### config.mk
export PLATFORM = sky130hd
export DESIGN_NAME = wic_controller
export DESIGN_NICKNAME = d
export VERILOG_FILES = /design/src/hdl/wic_pkg.sv /design/src/hdl/wic_controller.sv
export SDC_FILE = /design/constraint.sdc
export NUM_CORES = 1
export LEC_CHECK = 0
export BUFFER_PORTS_ARGS = -buffer_cell sky130_fd_sc_hd__clkbuf_2
export CORE_MARGIN = 2
export CORE_UTILIZATION = 46
export DETAILED_ROUTE_END_ITERATION = 7
export GPL_TIMING_DRIVEN = 0
export PLACE_DENSITY = 0.8
export RECOVER_POWER = 25
export SLEW_MARGIN = 15
export SYNTH_ARGS = -nofsm -noshare
export SYNTH_HDL_FRONTEND = slang
export SYNTH_SLANG_ARGS = --single-unit
### constraint.sdc
create_clock -name ref_clk -period 2.35 [get_ports ref_clk]
set_clock_uncertainty 0.05 [all_clocks]
set_input_delay 0.235 -clock ref_clk [delete_from_list [all_inputs] [get_ports ref_clk]]
set_output_delay 0.235 -clock ref_clk [all_outputs]
set_load 0.01 [all_outputs]
### src/hdl/wic_pkg.sv
// Constants for the wake-up and interrupt controller.
// Assumes a 32-bit AHB-Lite slave port with one register per aligned word.
`default_nettype none
package wic_pkg;
	// Register indices; byte address is four times the index
	localparam logic [7:0]  WIC_IDX_STACK     = 8'h02;
	localparam logic [7:0]  WIC_IDX_ENABLE    = 8'h04;
	localparam logic [7:0]  WIC_IDX_REQUEST   = 8'h05;
	localparam logic [7:0]  WIC_IDX_WAKE_CTRL = 8'h08;
	localparam logic [7:0]  WIC_IDX_EDGE      = 8'h0c;
	localparam logic [7:0]  WIC_IDX_PIN_CFG   = 8'h20;
	localparam logic [7:0]  WIC_IDX_TIMER_CFG = 8'h21;
	localparam logic [7:0]  WIC_IDX_STATUS    = 8'h22;
	// Interrupt line bit positions, shared by enable and request
	localparam int          WIC_BIT_PA        = 0;
	localparam int          WIC_BIT_PB        = 1;
	localparam int          WIC_BIT_T16       = 2;
	localparam int          WIC_BIT_CMP       = 4;
	localparam int          WIC_BIT_T2        = 6;
	localparam int          WIC_BIT_T3        = 7;
	localparam logic [7:0]  WIC_IRQ_MASK      = 8'hd7;
	// Wake control, edge select and configuration fields
	localparam int          WIC_BIT_FAST_WAKE = 5;
	localparam int          WIC_EDGE_PA_LSB   = 0;
	localparam int          WIC_EDGE_PB_LSB   = 2;
	localparam int          WIC_BIT_EDGE_T16  = 4;
	localparam int          WIC_DIR_LSB       = 0;
	localparam int          WIC_DIE_LSB       = 3;
	localparam int          WIC_BIT_CMP_WAKE  = 6;
	localparam int          WIC_BIT_CMP_EN    = 7;
	localparam int          WIC_TSYS_LSB      = 0;
	localparam int          WIC_TOSC_LSB      = 3;
	localparam int          WIC_BIT_LRC_EN    = 6;
	// Edge select codes
	localparam logic [1:0]  WIC_EDGE_BOTH     = 2'h0;
	localparam logic [1:0]  WIC_EDGE_RISE     = 2'h1;
	localparam logic [1:0]  WIC_EDGE_FALL     = 2'h2;
	// Reset values
	localparam logic [7:0]  WIC_RST_ZERO      = 8'h00;
	localparam logic [7:0]  WIC_RST_TIMER_CFG = 8'h40;
	// Interrupt entry and stack
	localparam logic [15:0] WIC_VECTOR        = 16'h0010;
	localparam logic [7:0]  WIC_STACK_STEP    = 8'h02;
	// Wake-up latency in low-speed RC periods
	localparam logic [11:0] WIC_WAKE_NORMAL   = 12'hbb8;
	localparam logic [11:0] WIC_WAKE_FAST     = 12'h02d;
	typedef enum logic [1:0] {
		WIC_PWR_ON   = 2'b00,
		WIC_PWR_SAVE = 2'b01,
		WIC_PWR_DOWN = 2'b10,
		WIC_PWR_WAKE = 2'b11
	} wic_power_type;
endpackage : wic_pkg
`default_nettype wire

### src/hdl/wic_controller.sv
// Wake-up, sleep-state and interrupt controller of a small 8-bit core.
// Assumes AHB-Lite single word transfers, pins and RC clock asynchronous, CPU and timer strobes on ref_clk.
`default_nettype none
module wic_controller
	import wic_pkg::*;
(
	input  wire logic        ref_clk,
	input  wire logic        rst_n,
	input  wire logic        hsel,
	input  wire logic [31:0] haddr,
	input  wire logic [1:0]  htrans,
	input  wire logic        hwrite,
	input  wire logic [2:0]  hsize,
	input  wire logic [31:0] hwdata,
	input  wire logic        hready,
	output logic      [31:0] hrdata,
	output logic             hreadyout,
	output logic             hresp,
	input  wire logic        sleep_save_cmd,
	input  wire logic        sleep_down_cmd,
	input  wire logic        gint_enable_cmd,
	input  wire logic        gint_disable_cmd,
	input  wire logic        irq_taken,
	input  wire logic        reti_cmd,
	input  wire logic        port_a_pin_zero,
	input  wire logic        port_a_pin_five,
	input  wire logic        port_b_pin_zero,
	input  wire logic        low_speed_rc_osc,
	input  wire logic [2:0]  timer_match,
	input  wire logic [2:0]  timer_event,
	input  wire logic        comparator_out,
	output logic             cpu_irq,
	output logic             system_clock_run,
	output logic             oscillators_run,
	output logic             program_memory_on,
	output logic             resume_low_speed,
	output logic             wake_resume,
	output logic      [2:0]  timer_run,
	output logic             stack_write,
	output logic             stack_read,
	output logic      [7:0]  stack_addr,
	output logic      [15:0] vector_addr
);
	wic_power_type pwr_reg;
	logic [3:0]  sync1_reg;
	logic [3:0]  sync2_reg;
	logic [3:0]  sync3_reg;
	logic [2:0]  tev_prev_reg;
	logic        cmp_prev_reg;
	logic [7:0]  enable_reg;
	logic [7:0]  request_reg;
	logic [7:0]  request_next;
	logic [7:0]  edge_reg;
	logic [7:0]  wake_ctrl_reg;
	logic [7:0]  pin_cfg_reg;
	logic [7:0]  timer_cfg_reg;
	logic [7:0]  stack_pointer_reg;
	logic        gate_reg;
	logic [11:0] wake_cnt_reg;
	logic        ap_valid_reg;
	logic        ap_write_reg;
	logic [7:0]  ap_index_reg;
	logic        rd_wait_reg;
	logic [31:0] hrdata_reg;
	logic [7:0]  event_set;
	logic [2:0]  pin_change;
	logic        lrc_tick;
	logic        pin_wake;
	logic        timer_wake;
	logic        cmp_wake;
	logic        wr_en;
	logic [7:0]  rd_value;

	// Edge match against a two-bit select; the reserved code never fires
	function automatic logic edge_hit(input logic [1:0] sel, input logic prev, input logic cur);
		unique case (sel)
			WIC_EDGE_BOTH: edge_hit = prev ^ cur;
			WIC_EDGE_RISE: edge_hit = ~prev & cur;
			WIC_EDGE_FALL: edge_hit = prev & ~cur;
			default:       edge_hit = 1'b0;
		endcase
	endfunction : edge_hit

	// Pin and RC synchronisers with a third stage for edges; timer and comparator history needs none
	always_ff @(posedge ref_clk) begin
		if (!rst_n) begin
			sync1_reg    <= 4'h0;
			sync2_reg    <= 4'h0;
			sync3_reg    <= 4'h0;
			tev_prev_reg <= 3'h0;
			cmp_prev_reg <= 1'b0;
		end else begin
			sync1_reg    <= {low_speed_rc_osc, port_b_pin_zero, port_a_pin_five, port_a_pin_zero};
			sync2_reg    <= sync1_reg;
			sync3_reg    <= sync2_reg;
			tev_prev_reg <= timer_event;
			cmp_prev_reg <= comparator_out;
		end
	end

	assign lrc_tick   = sync2_reg[3] & ~sync3_reg[3];
	assign pin_change = sync2_reg[2:0] ^ sync3_reg[2:0];
	// Wake sources
	assign pin_wake   = |(pin_change & ~pin_cfg_reg[WIC_DIR_LSB +: 3] & pin_cfg_reg[WIC_DIE_LSB +: 3]);
	assign timer_wake = (pwr_reg == WIC_PWR_SAVE)
		& |(timer_match & ~timer_cfg_reg[WIC_TSYS_LSB +: 3]);
	assign cmp_wake   = (pwr_reg == WIC_PWR_SAVE) & pin_cfg_reg[WIC_BIT_CMP_EN]
		& pin_cfg_reg[WIC_BIT_CMP_WAKE] & ~cmp_prev_reg & comparator_out;

	// Power state machine; pin wake waits out the oscillator start-up delay
	always_ff @(posedge ref_clk) begin
		if (!rst_n) begin
			pwr_reg      <= WIC_PWR_ON;
			wake_cnt_reg <= 12'h000;
			wake_resume  <= 1'b0;
		end else begin
			wake_resume <= 1'b0;
			unique case (pwr_reg)
				WIC_PWR_ON: begin
					if (sleep_down_cmd) begin
						pwr_reg <= WIC_PWR_DOWN;
					end else if (sleep_save_cmd) begin
						pwr_reg <= WIC_PWR_SAVE;
					end
				end
				WIC_PWR_SAVE: begin
					if (pin_wake) begin
						pwr_reg      <= WIC_PWR_WAKE;
						wake_cnt_reg <= 12'h000;
					end else if (timer_wake | cmp_wake) begin
						pwr_reg     <= WIC_PWR_ON;
						wake_resume <= 1'b1;
					end
				end
				WIC_PWR_DOWN: begin
					if (pin_wake) begin
						pwr_reg      <= WIC_PWR_WAKE;
						wake_cnt_reg <= 12'h000;
					end
				end
				WIC_PWR_WAKE: begin
					if (lrc_tick) begin
						if (wake_cnt_reg == (wake_ctrl_reg[WIC_BIT_FAST_WAKE] ? WIC_WAKE_FAST : WIC_WAKE_NORMAL)
								- 12'h001) begin
							pwr_reg     <= WIC_PWR_ON;
							wake_resume <= 1'b1;
						end
						wake_cnt_reg <= wake_cnt_reg + 12'h001;
					end
				end
			endcase
		end
	end

	// Resume from power-save selects the RC clock until software rewrites wake control
	always_ff @(posedge ref_clk) begin
		if (!rst_n) begin
			resume_low_speed <= 1'b0;
		end else if (pwr_reg == WIC_PWR_SAVE && (pin_wake | timer_wake | cmp_wake)) begin
			resume_low_speed <= 1'b1;
		end else if (wr_en && ap_index_reg == WIC_IDX_WAKE_CTRL) begin
			resume_low_speed <= 1'b0;
		end
	end

	// Clock and memory gating; wake state keeps the CPU parked while the RC counts
	assign system_clock_run  = (pwr_reg == WIC_PWR_ON);
	assign oscillators_run   = (pwr_reg != WIC_PWR_DOWN);
	assign program_memory_on = (pwr_reg == WIC_PWR_ON);
	always_comb begin
		for (int i = 0; i < 3; i++) begin
			timer_run[i] = (pwr_reg == WIC_PWR_ON)
				| ((pwr_reg == WIC_PWR_SAVE) & ~timer_cfg_reg[WIC_TSYS_LSB + i]
				& timer_cfg_reg[WIC_TOSC_LSB + i]);
		end
	end

	// Seven event sources into six flags; both port-A pins share one edge select, T2, T3 and comparator fire on rising edges
	always_comb begin
		event_set = 8'h00;
		event_set[WIC_BIT_PA] = (pin_cfg_reg[WIC_DIE_LSB]
			& edge_hit(edge_reg[WIC_EDGE_PA_LSB +: 2], sync3_reg[0], sync2_reg[0]))
			| (pin_cfg_reg[WIC_DIE_LSB + 1]
			& edge_hit(edge_reg[WIC_EDGE_PA_LSB +: 2], sync3_reg[1], sync2_reg[1]));
		event_set[WIC_BIT_PB] = pin_cfg_reg[WIC_DIE_LSB + 2]
			& edge_hit(edge_reg[WIC_EDGE_PB_LSB +: 2], sync3_reg[2], sync2_reg[2]);
		event_set[WIC_BIT_T16] = edge_hit(edge_reg[WIC_BIT_EDGE_T16] ? WIC_EDGE_FALL : WIC_EDGE_RISE,
			tev_prev_reg[0], timer_event[0]);
		event_set[WIC_BIT_T2]  = ~tev_prev_reg[1] & timer_event[1];
		event_set[WIC_BIT_T3]  = ~tev_prev_reg[2] & timer_event[2];
		event_set[WIC_BIT_CMP] = ~cmp_prev_reg & comparator_out;
	end

	// AHB-Lite address phase capture; only taken while the bus is ready
	always_ff @(posedge ref_clk) begin
		if (!rst_n) begin
			ap_valid_reg <= 1'b0;
			ap_write_reg <= 1'b0;
			ap_index_reg <= 8'h00;
		end else if (hready) begin
			ap_valid_reg <= hsel & htrans[1];
			ap_write_reg <= hwrite;
			ap_index_reg <= haddr[9:2];
		end
	end

	// Writes are ignored while asleep so nothing shifts in power-down
	assign wr_en = ap_valid_reg & ap_write_reg & (pwr_reg == WIC_PWR_ON);
	// Readback mux; unmapped words read zero
	always_comb begin
		unique case (ap_index_reg)
			WIC_IDX_STACK:     rd_value = stack_pointer_reg;
			WIC_IDX_ENABLE:    rd_value = enable_reg;
			WIC_IDX_REQUEST:   rd_value = request_reg;
			WIC_IDX_WAKE_CTRL: rd_value = wake_ctrl_reg;
			WIC_IDX_EDGE:      rd_value = edge_reg;
			WIC_IDX_PIN_CFG:   rd_value = pin_cfg_reg;
			WIC_IDX_TIMER_CFG: rd_value = timer_cfg_reg;
			WIC_IDX_STATUS:    rd_value = {4'h0, resume_low_speed, gate_reg, pwr_reg};
			default:           rd_value = 8'h00;
		endcase
	end

	// One wait state on reads so hrdata comes from a flop and sees the last write
	always_ff @(posedge ref_clk) begin
		if (!rst_n) begin
			rd_wait_reg <= 1'b0;
			hrdata_reg  <= 32'h0000_0000;
		end else begin
			rd_wait_reg <= ap_valid_reg & ~ap_write_reg & ~rd_wait_reg;
			if (ap_valid_reg & ~ap_write_reg & ~rd_wait_reg) begin
				hrdata_reg <= {24'h00_0000, rd_value};
			end
		end
	end
	assign hreadyout = ~(ap_valid_reg & ~ap_write_reg & ~rd_wait_reg);
	assign hrdata    = hrdata_reg;
	assign hresp     = 1'b0;
	// Plain software registers; reserved enable bits stay zero
	always_ff @(posedge ref_clk) begin
		if (!rst_n) begin
			enable_reg    <= WIC_RST_ZERO;
			edge_reg      <= WIC_RST_ZERO;
			wake_ctrl_reg <= WIC_RST_ZERO;
			pin_cfg_reg   <= WIC_RST_ZERO;
			timer_cfg_reg <= WIC_RST_TIMER_CFG;
		end else if (wr_en) begin
			unique case (ap_index_reg)
				WIC_IDX_ENABLE:    enable_reg    <= hwdata[7:0] & WIC_IRQ_MASK;
				WIC_IDX_EDGE:      edge_reg      <= {3'h0, hwdata[4:0]};
				WIC_IDX_WAKE_CTRL: wake_ctrl_reg <= hwdata[7:0];
				WIC_IDX_PIN_CFG:   pin_cfg_reg   <= hwdata[7:0];
				WIC_IDX_TIMER_CFG: timer_cfg_reg <= {1'b0, hwdata[6:0]};
				default: ;
			endcase
		end
	end

	// Request flags: a write keeps only the ones written, a new event always wins
	always_comb begin
		request_next = request_reg;
		if (wr_en && ap_index_reg == WIC_IDX_REQUEST) begin
			request_next = request_reg & hwdata[7:0];
		end
		request_next = (request_next | event_set) & WIC_IRQ_MASK;
	end
	always_ff @(posedge ref_clk) begin
		if (!rst_n) begin
			request_reg <= WIC_RST_ZERO;
		end else begin
			request_reg <= request_next;
		end
	end
	// Global gate, stack pointer and stack strobes
	always_ff @(posedge ref_clk) begin
		if (!rst_n) begin
			gate_reg          <= 1'b0;
			stack_pointer_reg <= WIC_RST_ZERO;
			stack_write       <= 1'b0;
			stack_read        <= 1'b0;
			stack_addr        <= 8'h00;
		end else begin
			stack_write <= 1'b0;
			stack_read  <= 1'b0;
			if (irq_taken) begin
				stack_write       <= 1'b1;
				stack_addr        <= stack_pointer_reg;
				stack_pointer_reg <= stack_pointer_reg + WIC_STACK_STEP;
				gate_reg          <= 1'b0;
			end else if (reti_cmd) begin
				stack_read        <= 1'b1;
				stack_addr        <= stack_pointer_reg - WIC_STACK_STEP;
				stack_pointer_reg <= stack_pointer_reg - WIC_STACK_STEP;
				gate_reg          <= 1'b1;
			end else begin
				if (gint_enable_cmd) begin
					gate_reg <= 1'b1;
				end else if (gint_disable_cmd) begin
					gate_reg <= 1'b0;
				end
				if (wr_en && ap_index_reg == WIC_IDX_STACK) begin
					stack_pointer_reg <= hwdata[7:0];
				end
			end
		end
	end
	// Registered request to the CPU; gate must be open
	always_ff @(posedge ref_clk) begin
		if (!rst_n) begin
			cpu_irq     <= 1'b0;
			vector_addr <= 16'h0000;
		end else begin
			cpu_irq     <= gate_reg & |(enable_reg & request_reg);
			vector_addr <= WIC_VECTOR;
		end
	end
endmodule : wic_controller
`default_nettype wire

Word-level counts from Yosys, hierarchy flattened
Index checks and enable logic that the tools add are counted.
- mux-type cells: 37
- eq/ne operators: 25
- bitwise logic cells: 71
- $add $sub $neg: 4
- reduce and logical (&&, ||, !) cells: 25
- operators by type and width (operator ; count):
    $pmux W8 S8 ; 1
    $mux W8 ; 6
    $mux W12 ; 3
    $and A1 B1 Y1 ; 32
    $eq A8 B6 Y1 const B ; 3
    $pmux W12 S2 ; 1
    $not A1 Y1 ; 19
    $and A8 B8 Y8 ; 2
    $eq A8 B3 Y1 const B ; 2
    $eq A8 B4 Y1 const B ; 2
    $mux W2 ; 8
    $add A12 B1 Y12 const B ; 1
    $eq A12 B12 Y1 ; 1
    $pmux W1 S3 ; 4
    $sub A12 B1 Y12 const B ; 1
    $mux W1 ; 11
    $eq A2 B2 Y1 const B ; 5
    $reduce_and A2 Y1 ; 5
    $and A3 B3 Y3 ; 3
    $add A8 B2 Y8 const B ; 1
    $eq A2 B1 Y1 const B ; 4
    $eq A8 B2 Y1 const B ; 1
    $logic_not A2 Y1 ; 4
    $ne A2 B2 Y1 const B ; 4
    other kinds (20) ; 38
- input bits: 91
- word-level logic and storage cells: 190
- flip-flop bits (word level): 129
- output and inout bits: 69

Depth between registers and ports, before layout
- word-level depth: 9
- gate-level depth with buffers: 9

Least setup slack after synthesis
Ideal clock, no wire load.
- kind: register to register
- from: register pwr_reg[0]
- to: register wake_cnt_reg[3]
- stages on the path, launching flop included: 9
- data arrival time: 1.883 ns
- slack: 0.280 ns
- cell sequence: dfxtp_1 inv_1 ha_1 nand2b_1 a21boi_0 a21oi_2 and4_1 xnor2_1 nor2_1
- cells in the longest elaborated chain, start to end: 4
- elaborated cells between the ends (all ways): 9
- classes of those cells: eq/ne (5); mux (1); reduce/logical (3)
- RTL lines (element ; line ; text):
    from (decl) ; wic_controller.sv:44 ; wic_power_type pwr_reg;
    from (signal assigned) ; wic_controller.sv:113 ; pwr_reg <= WIC_PWR_ON;
    from (signal assigned) ; wic_controller.sv:121 ; pwr_reg <= WIC_PWR_DOWN;
    from (signal assigned) ; wic_controller.sv:123 ; pwr_reg <= WIC_PWR_SAVE;
    $eq A2 B1 Y1 or $eq A2 B2 Y1 (tied branches) ; wic_controller.sv:118 ; unique case (pwr_reg)
    $reduce_or A2 Y1 (no line) ; n/a ;
    $ne A2 B1 Y1 (no line) or $reduce_bool A2 Y1 (tied branches) ; n/a ;
    $reduce_and A3 Y1 (no line) ; n/a ;
    to (signal assigned) ; wic_controller.sv:148 ; wake_cnt_reg <= wake_cnt_reg + 12'h001;
    to (decl) ; wic_controller.sv:59 ; logic [11:0] wake_cnt_reg;
Several ways; a longest one is shown, not always the timed one.
A chain may end at the register's enable or synchronous reset.

Worst setup path after layout
- from: register stack_pointer_reg[1]
- to: register stack_pointer_reg[5]
- cells in the longest elaborated chain, start to end: 3
- elaborated cells between the ends (all ways): 4
- classes of those cells: add/sub (2); mux (2)
- RTL lines (element ; line ; text):
    from (decl) ; wic_controller.sv:57 ; logic [7:0] stack_pointer_reg;
    from (signal assigned) ; wic_controller.sv:288 ; stack_pointer_reg <= stack_pointer_reg + WIC_STACK_STEP;
    from (signal assigned) ; wic_controller.sv:293 ; stack_pointer_reg <= stack_pointer_reg - WIC_STACK_STEP;
    from (signal assigned) ; wic_controller.sv:302 ; stack_pointer_reg <= hwdata[7:0];
    $sub A8 B2 Y8 ; wic_controller.sv:293 ;
    $mux W8 ; wic_controller.sv:290 ; end else if (reti_cmd) begin
    $mux W8 * ; wic_controller.sv:285 ; if (irq_taken) begin
Mark *: on every way between the ends. The rest lies on a longest branch, timed or not.

==> flow_summary.json <==
{
  "drt-wirelength-per-cell_um": 15.7,
  "ports": 160,
  "final.min_clock_period_ns": 2.18,
  "synth_cell_types": 73,
  "crit_path_max_fanout": 10,
  "power.combinational.fraction_pct": 21.5,
  "avg_inst_size_synth_um2": 8.52,
  "finalSetupViolations": 0,
  "die_footprint_mm2": 0.0134,
  "groute.usage.overall_pct": 23.2,
  "first_iter_violations": 414,
  "worst_setup_hold_path_clk_slew_ns": 0.07,
  "seq_area_frac_synth_pct": 39.0,
  "pre_cts_slack_ns": 0.00196,
  "die_h_um": 116,
  "timing.final.ws_setup_ns": 0.170,
  "worstSetupEndpointType": "flip-flop",
  "hold_path.class": "input port to flip-flop",
  "final.fill_count": 1192,
  "power_switching_share_pct": 30.3,
  "htree_levels": 3,
  "timing.setup.critical_path_class": "flip-flop to flip-flop",
  "hpwl_mm": 11.3,
  "flow.area_growth_from_synthesis_pct": 17.1,
  "synth_edf_count": 0,
  "rows": 40,
  "timing.slew.headroom_pct": 51.9,
  "final_core_util_pct": 55.6,
  "p_int_uw": 3200,
  "finalSetupTns_ns": 0,
  "maxCapViolations": 0,
  "fp.dieW_um": 116,
  "ys_flop_type": "sky130_fd_sc_hd__dfxtp_1",
  "cts.repair_timing.setup_buffer_count": 0,
  "crit_required_ns": 2.56,
  "status": "complete, no violations",
  "globalplace.congestion": 0.970,
  "power.density_mw_per_mm2": 683,
  "startpoint_of_the_tightest_hold_check_path": "port_a_pin_zero",
  "global_route_wire_length_before_repair_mm": 24.0,
  "vias_per_cell": 5.31,
  "clock-sinks": 112,
  "grt-ovfl-total": 0,
  "drt-pass1-iter-count": 5,
  "power.ir.vdd_worst_uv": 432,
  "cts.path.max_buffers": 2,
  "floorplan.initialDensity_pct": 47.5,
  "port_buffers": 67,
  "design.core.area_mm2": 0.0121,
  "p_clk_share_pct": 34.1,
  "diodes_inserted": 0,
  "worstSetupStartpointType": "flip-flop",
  "hold_viol_final": 0,
  "pin_count_of_the_biggest_net_entering_global_routing": 20,
  "cts_root_buffer": "sky130_fd_sc_hd__clkbuf_16",
  "cts_tree": "built",
  "power.sequential.fraction_pct": 44.5,
  "mostFrequentLayoutCells": "111 x sky130_fd_sc_hd__dfxtp_1, 88 x sky130_fd_sc_hd__nor2_1, 54 x sky130_fd_sc_hd__nand2_1, 51 x sky130_fd_sc_hd__mux2i_1, 45 x sky130_fd_sc_hd__a21oi_1",
  "first_global_vias": 4810,
  "cts_buffers": 9,
  "drc_violations": 0,
  "final_layout_size_suffix_gt1_share_pct": 17.1,
  "antenna_found_initial": 0,
  "timing_max_transition_violations_final": 0,
  "hold_ws_ns": 0.0303,
  "routed_wl_mm": 15.2,
  "clock_latency_ns": 0.36,
  "synthCells": 675,
  "postSynth.asyncResetShare_pct": 0,
  "crit_reg_reg_startpoint": "stack_pointer_reg[1]",
  "rsz_0062_raised_after_global_routing": "yes",
  "fmax_mhz": 459,
  "synth.ff_latch_count": 112,
  "largest_register_ffs": 12,
  "post-route-period-util_pct": 92.8,
  "mostFrequentLayoutCell": "sky130_fd_sc_hd__dfxtp_1",
  "worstMarginPinSlew_ns": 0.721,
  "drt.antenna.violating_nets": 0,
  "worstSetupStartpoint": "stack_pointer_reg[1]",
  "yosys_warnings": 0,
  "num-nets-final": 897,
  "p_leak_uw": 0.00287,
  "cp.arrival_ns": 2.39,
  "post_synth_instance_area_mm2": 0.00575,
  "switching_power_uw": 1400,
  "vias": 5122
}
-- logic make-up (layout without fill, tap and decap cells) --
family | after synthesis | in the layout | synth area share (%)
fa+ha+maj | 14 | 14 | 3.05
buf+inv | 95 | 178 | 9.31
flops | 112 | 112 | 39.0
mux | 53 | 53 | 9.27
other cells | 1 | 40 | 0.0652
xor+xnor | 11 | 11 | 1.68
simple gates | 247 | 247 | 21.7
compound gates | 142 | 142 | 16.0
-- repair_timing --
item                                    CTS  global route
resized for setup                         2             3
endpoints found under the setup margin    2            26
hold endpoints to repair                  1             0
hold buffers                              1             0
-- power by group through the flow --
| stage | registers, µW | clock network, µW | logic (µW) |
|---|---|---|---|
| after floorplan | 2080 | 0 | 686 |
| after global placement | 2080 | 0 | 955 |
| after detailed placement | 2090 | 0 | 971 |
| after CTS | 2040 | 1600 | 979 |
| after global routing | 2060 | 1680 | 1090 |
| final | 2050 | 1570 | 987 |
-- per-stage QoR --
| stage | cells | area (µm²) | total power, µW |
|---|---|---|---|
| finish | 965 | 6740 | 4600 |
| global route | 965 | 6740 | 4830 |
| CTS | 966 | 6770 | 4620 |
| detailed placement | 949 | 6440 | 3060 |
| global placement | 949 | 6440 | 3040 |
| floorplan | 714 | 5900 | 2760 |
-- layout make-up --
| cell class | instances | area (µm²) | area share (%) |
|---|---|---|---|
| tap | 168 | 210 | 3.12 |
| timing repair buffer | 68 | 317 | 4.70 |
| multi-input combinational | 507 | 3130 | 46.5 |
| clock inverter | 7 | 80.1 | 1.19 |
| buffer | 71 | 445 | 6.61 |
| inverter | 23 | 86.3 | 1.28 |
| sequential | 112 | 2240 | 33.3 |
| clock buffer | 9 | 225 | 3.34 |
-- path summary, 6_finish.rpt --
| kind | cells after the start | slack (ns) | to |
|---|---|---|---|
| min | 2 | 0.03 | sync1_reg[0] |
| min reg2reg | 1 | 0.38 | sync2_reg[0] |
| max reg2reg | 8 | 0.17 | stack_pointer_reg[5] |
| max | 8 | 0.17 | stack_pointer_reg[5] |
-- cells in the mapped netlist (4+ instances only) --
| cell type | number | area [µm²] |
|---|---|---|
| sky130_fd_sc_hd__o21ai_0 | 37 | 185 |
| sky130_fd_sc_hd__buf_2 | 8 | 40.0 |
| sky130_fd_sc_hd__o22ai_1 | 9 | 56.3 |
| sky130_fd_sc_hd__mux2i_1 | 51 | 510 |
| sky130_fd_sc_hd__nand3_1 | 21 | 105 |
| sky130_fd_sc_hd__nor2b_1 | 8 | 50.1 |
| sky130_fd_sc_hd__and3_1 | 8 | 50.1 |
| sky130_fd_sc_hd__nor2_1 | 88 | 330 |
| sky130_fd_sc_hd__a22oi_1 | 17 | 128 |
| sky130_fd_sc_hd__xor2_1 | 8 | 70.1 |
| sky130_fd_sc_hd__clkbuf_1 | 19 | 71.3 |
| sky130_fd_sc_hd__nand2_1 | 56 | 210 |
| sky130_fd_sc_hd__a21oi_1 | 45 | 225 |
| sky130_fd_sc_hd__nand4_1 | 6 | 37.5 |
| sky130_fd_sc_hd__and2_1 | 17 | 106 |
| sky130_fd_sc_hd__nor3_1 | 7 | 35.0 |
| sky130_fd_sc_hd__nand2b_1 | 9 | 56.3 |
| sky130_fd_sc_hd__inv_1 | 22 | 82.6 |
| sky130_fd_sc_hd__ha_1 | 14 | 175 |
| sky130_fd_sc_hd__a211oi_1 | 4 | 30.0 |
| sky130_fd_sc_hd__buf_4 | 43 | 323 |
| sky130_fd_sc_hd__dfxtp_1 | 112 | 2240 |
-- critical path, cell delays in order (launching register included) --
cell and delay [ns]:
sky130_fd_sc_hd__dfxtp_1 0.33, sky130_fd_sc_hd__buf_6 0.14, sky130_fd_sc_hd__inv_1 0.14, sky130_fd_sc_hd__ha_1 0.23, sky130_fd_sc_hd__or3b_4 0.43, sky130_fd_sc_hd__or2_0 0.24, sky130_fd_sc_hd__mux2i_1 0.15, sky130_fd_sc_hd__o21ai_0 0.09
sky130_fd_sc_hd__a221oi_1 0.28
-- routing by layer --
metal / share of wire (%) / track usage [%] / up-vias
li1: - / - / 2506
met1: 44 / 30.3 / 2361
met2: 45 / 36.6 / 217
met3: 8.2 / 6.49 / 38
met4: 2.9 / 9.13 / 0
met5: 0 / 0 / -
Power figures use the tool's default switching activity.
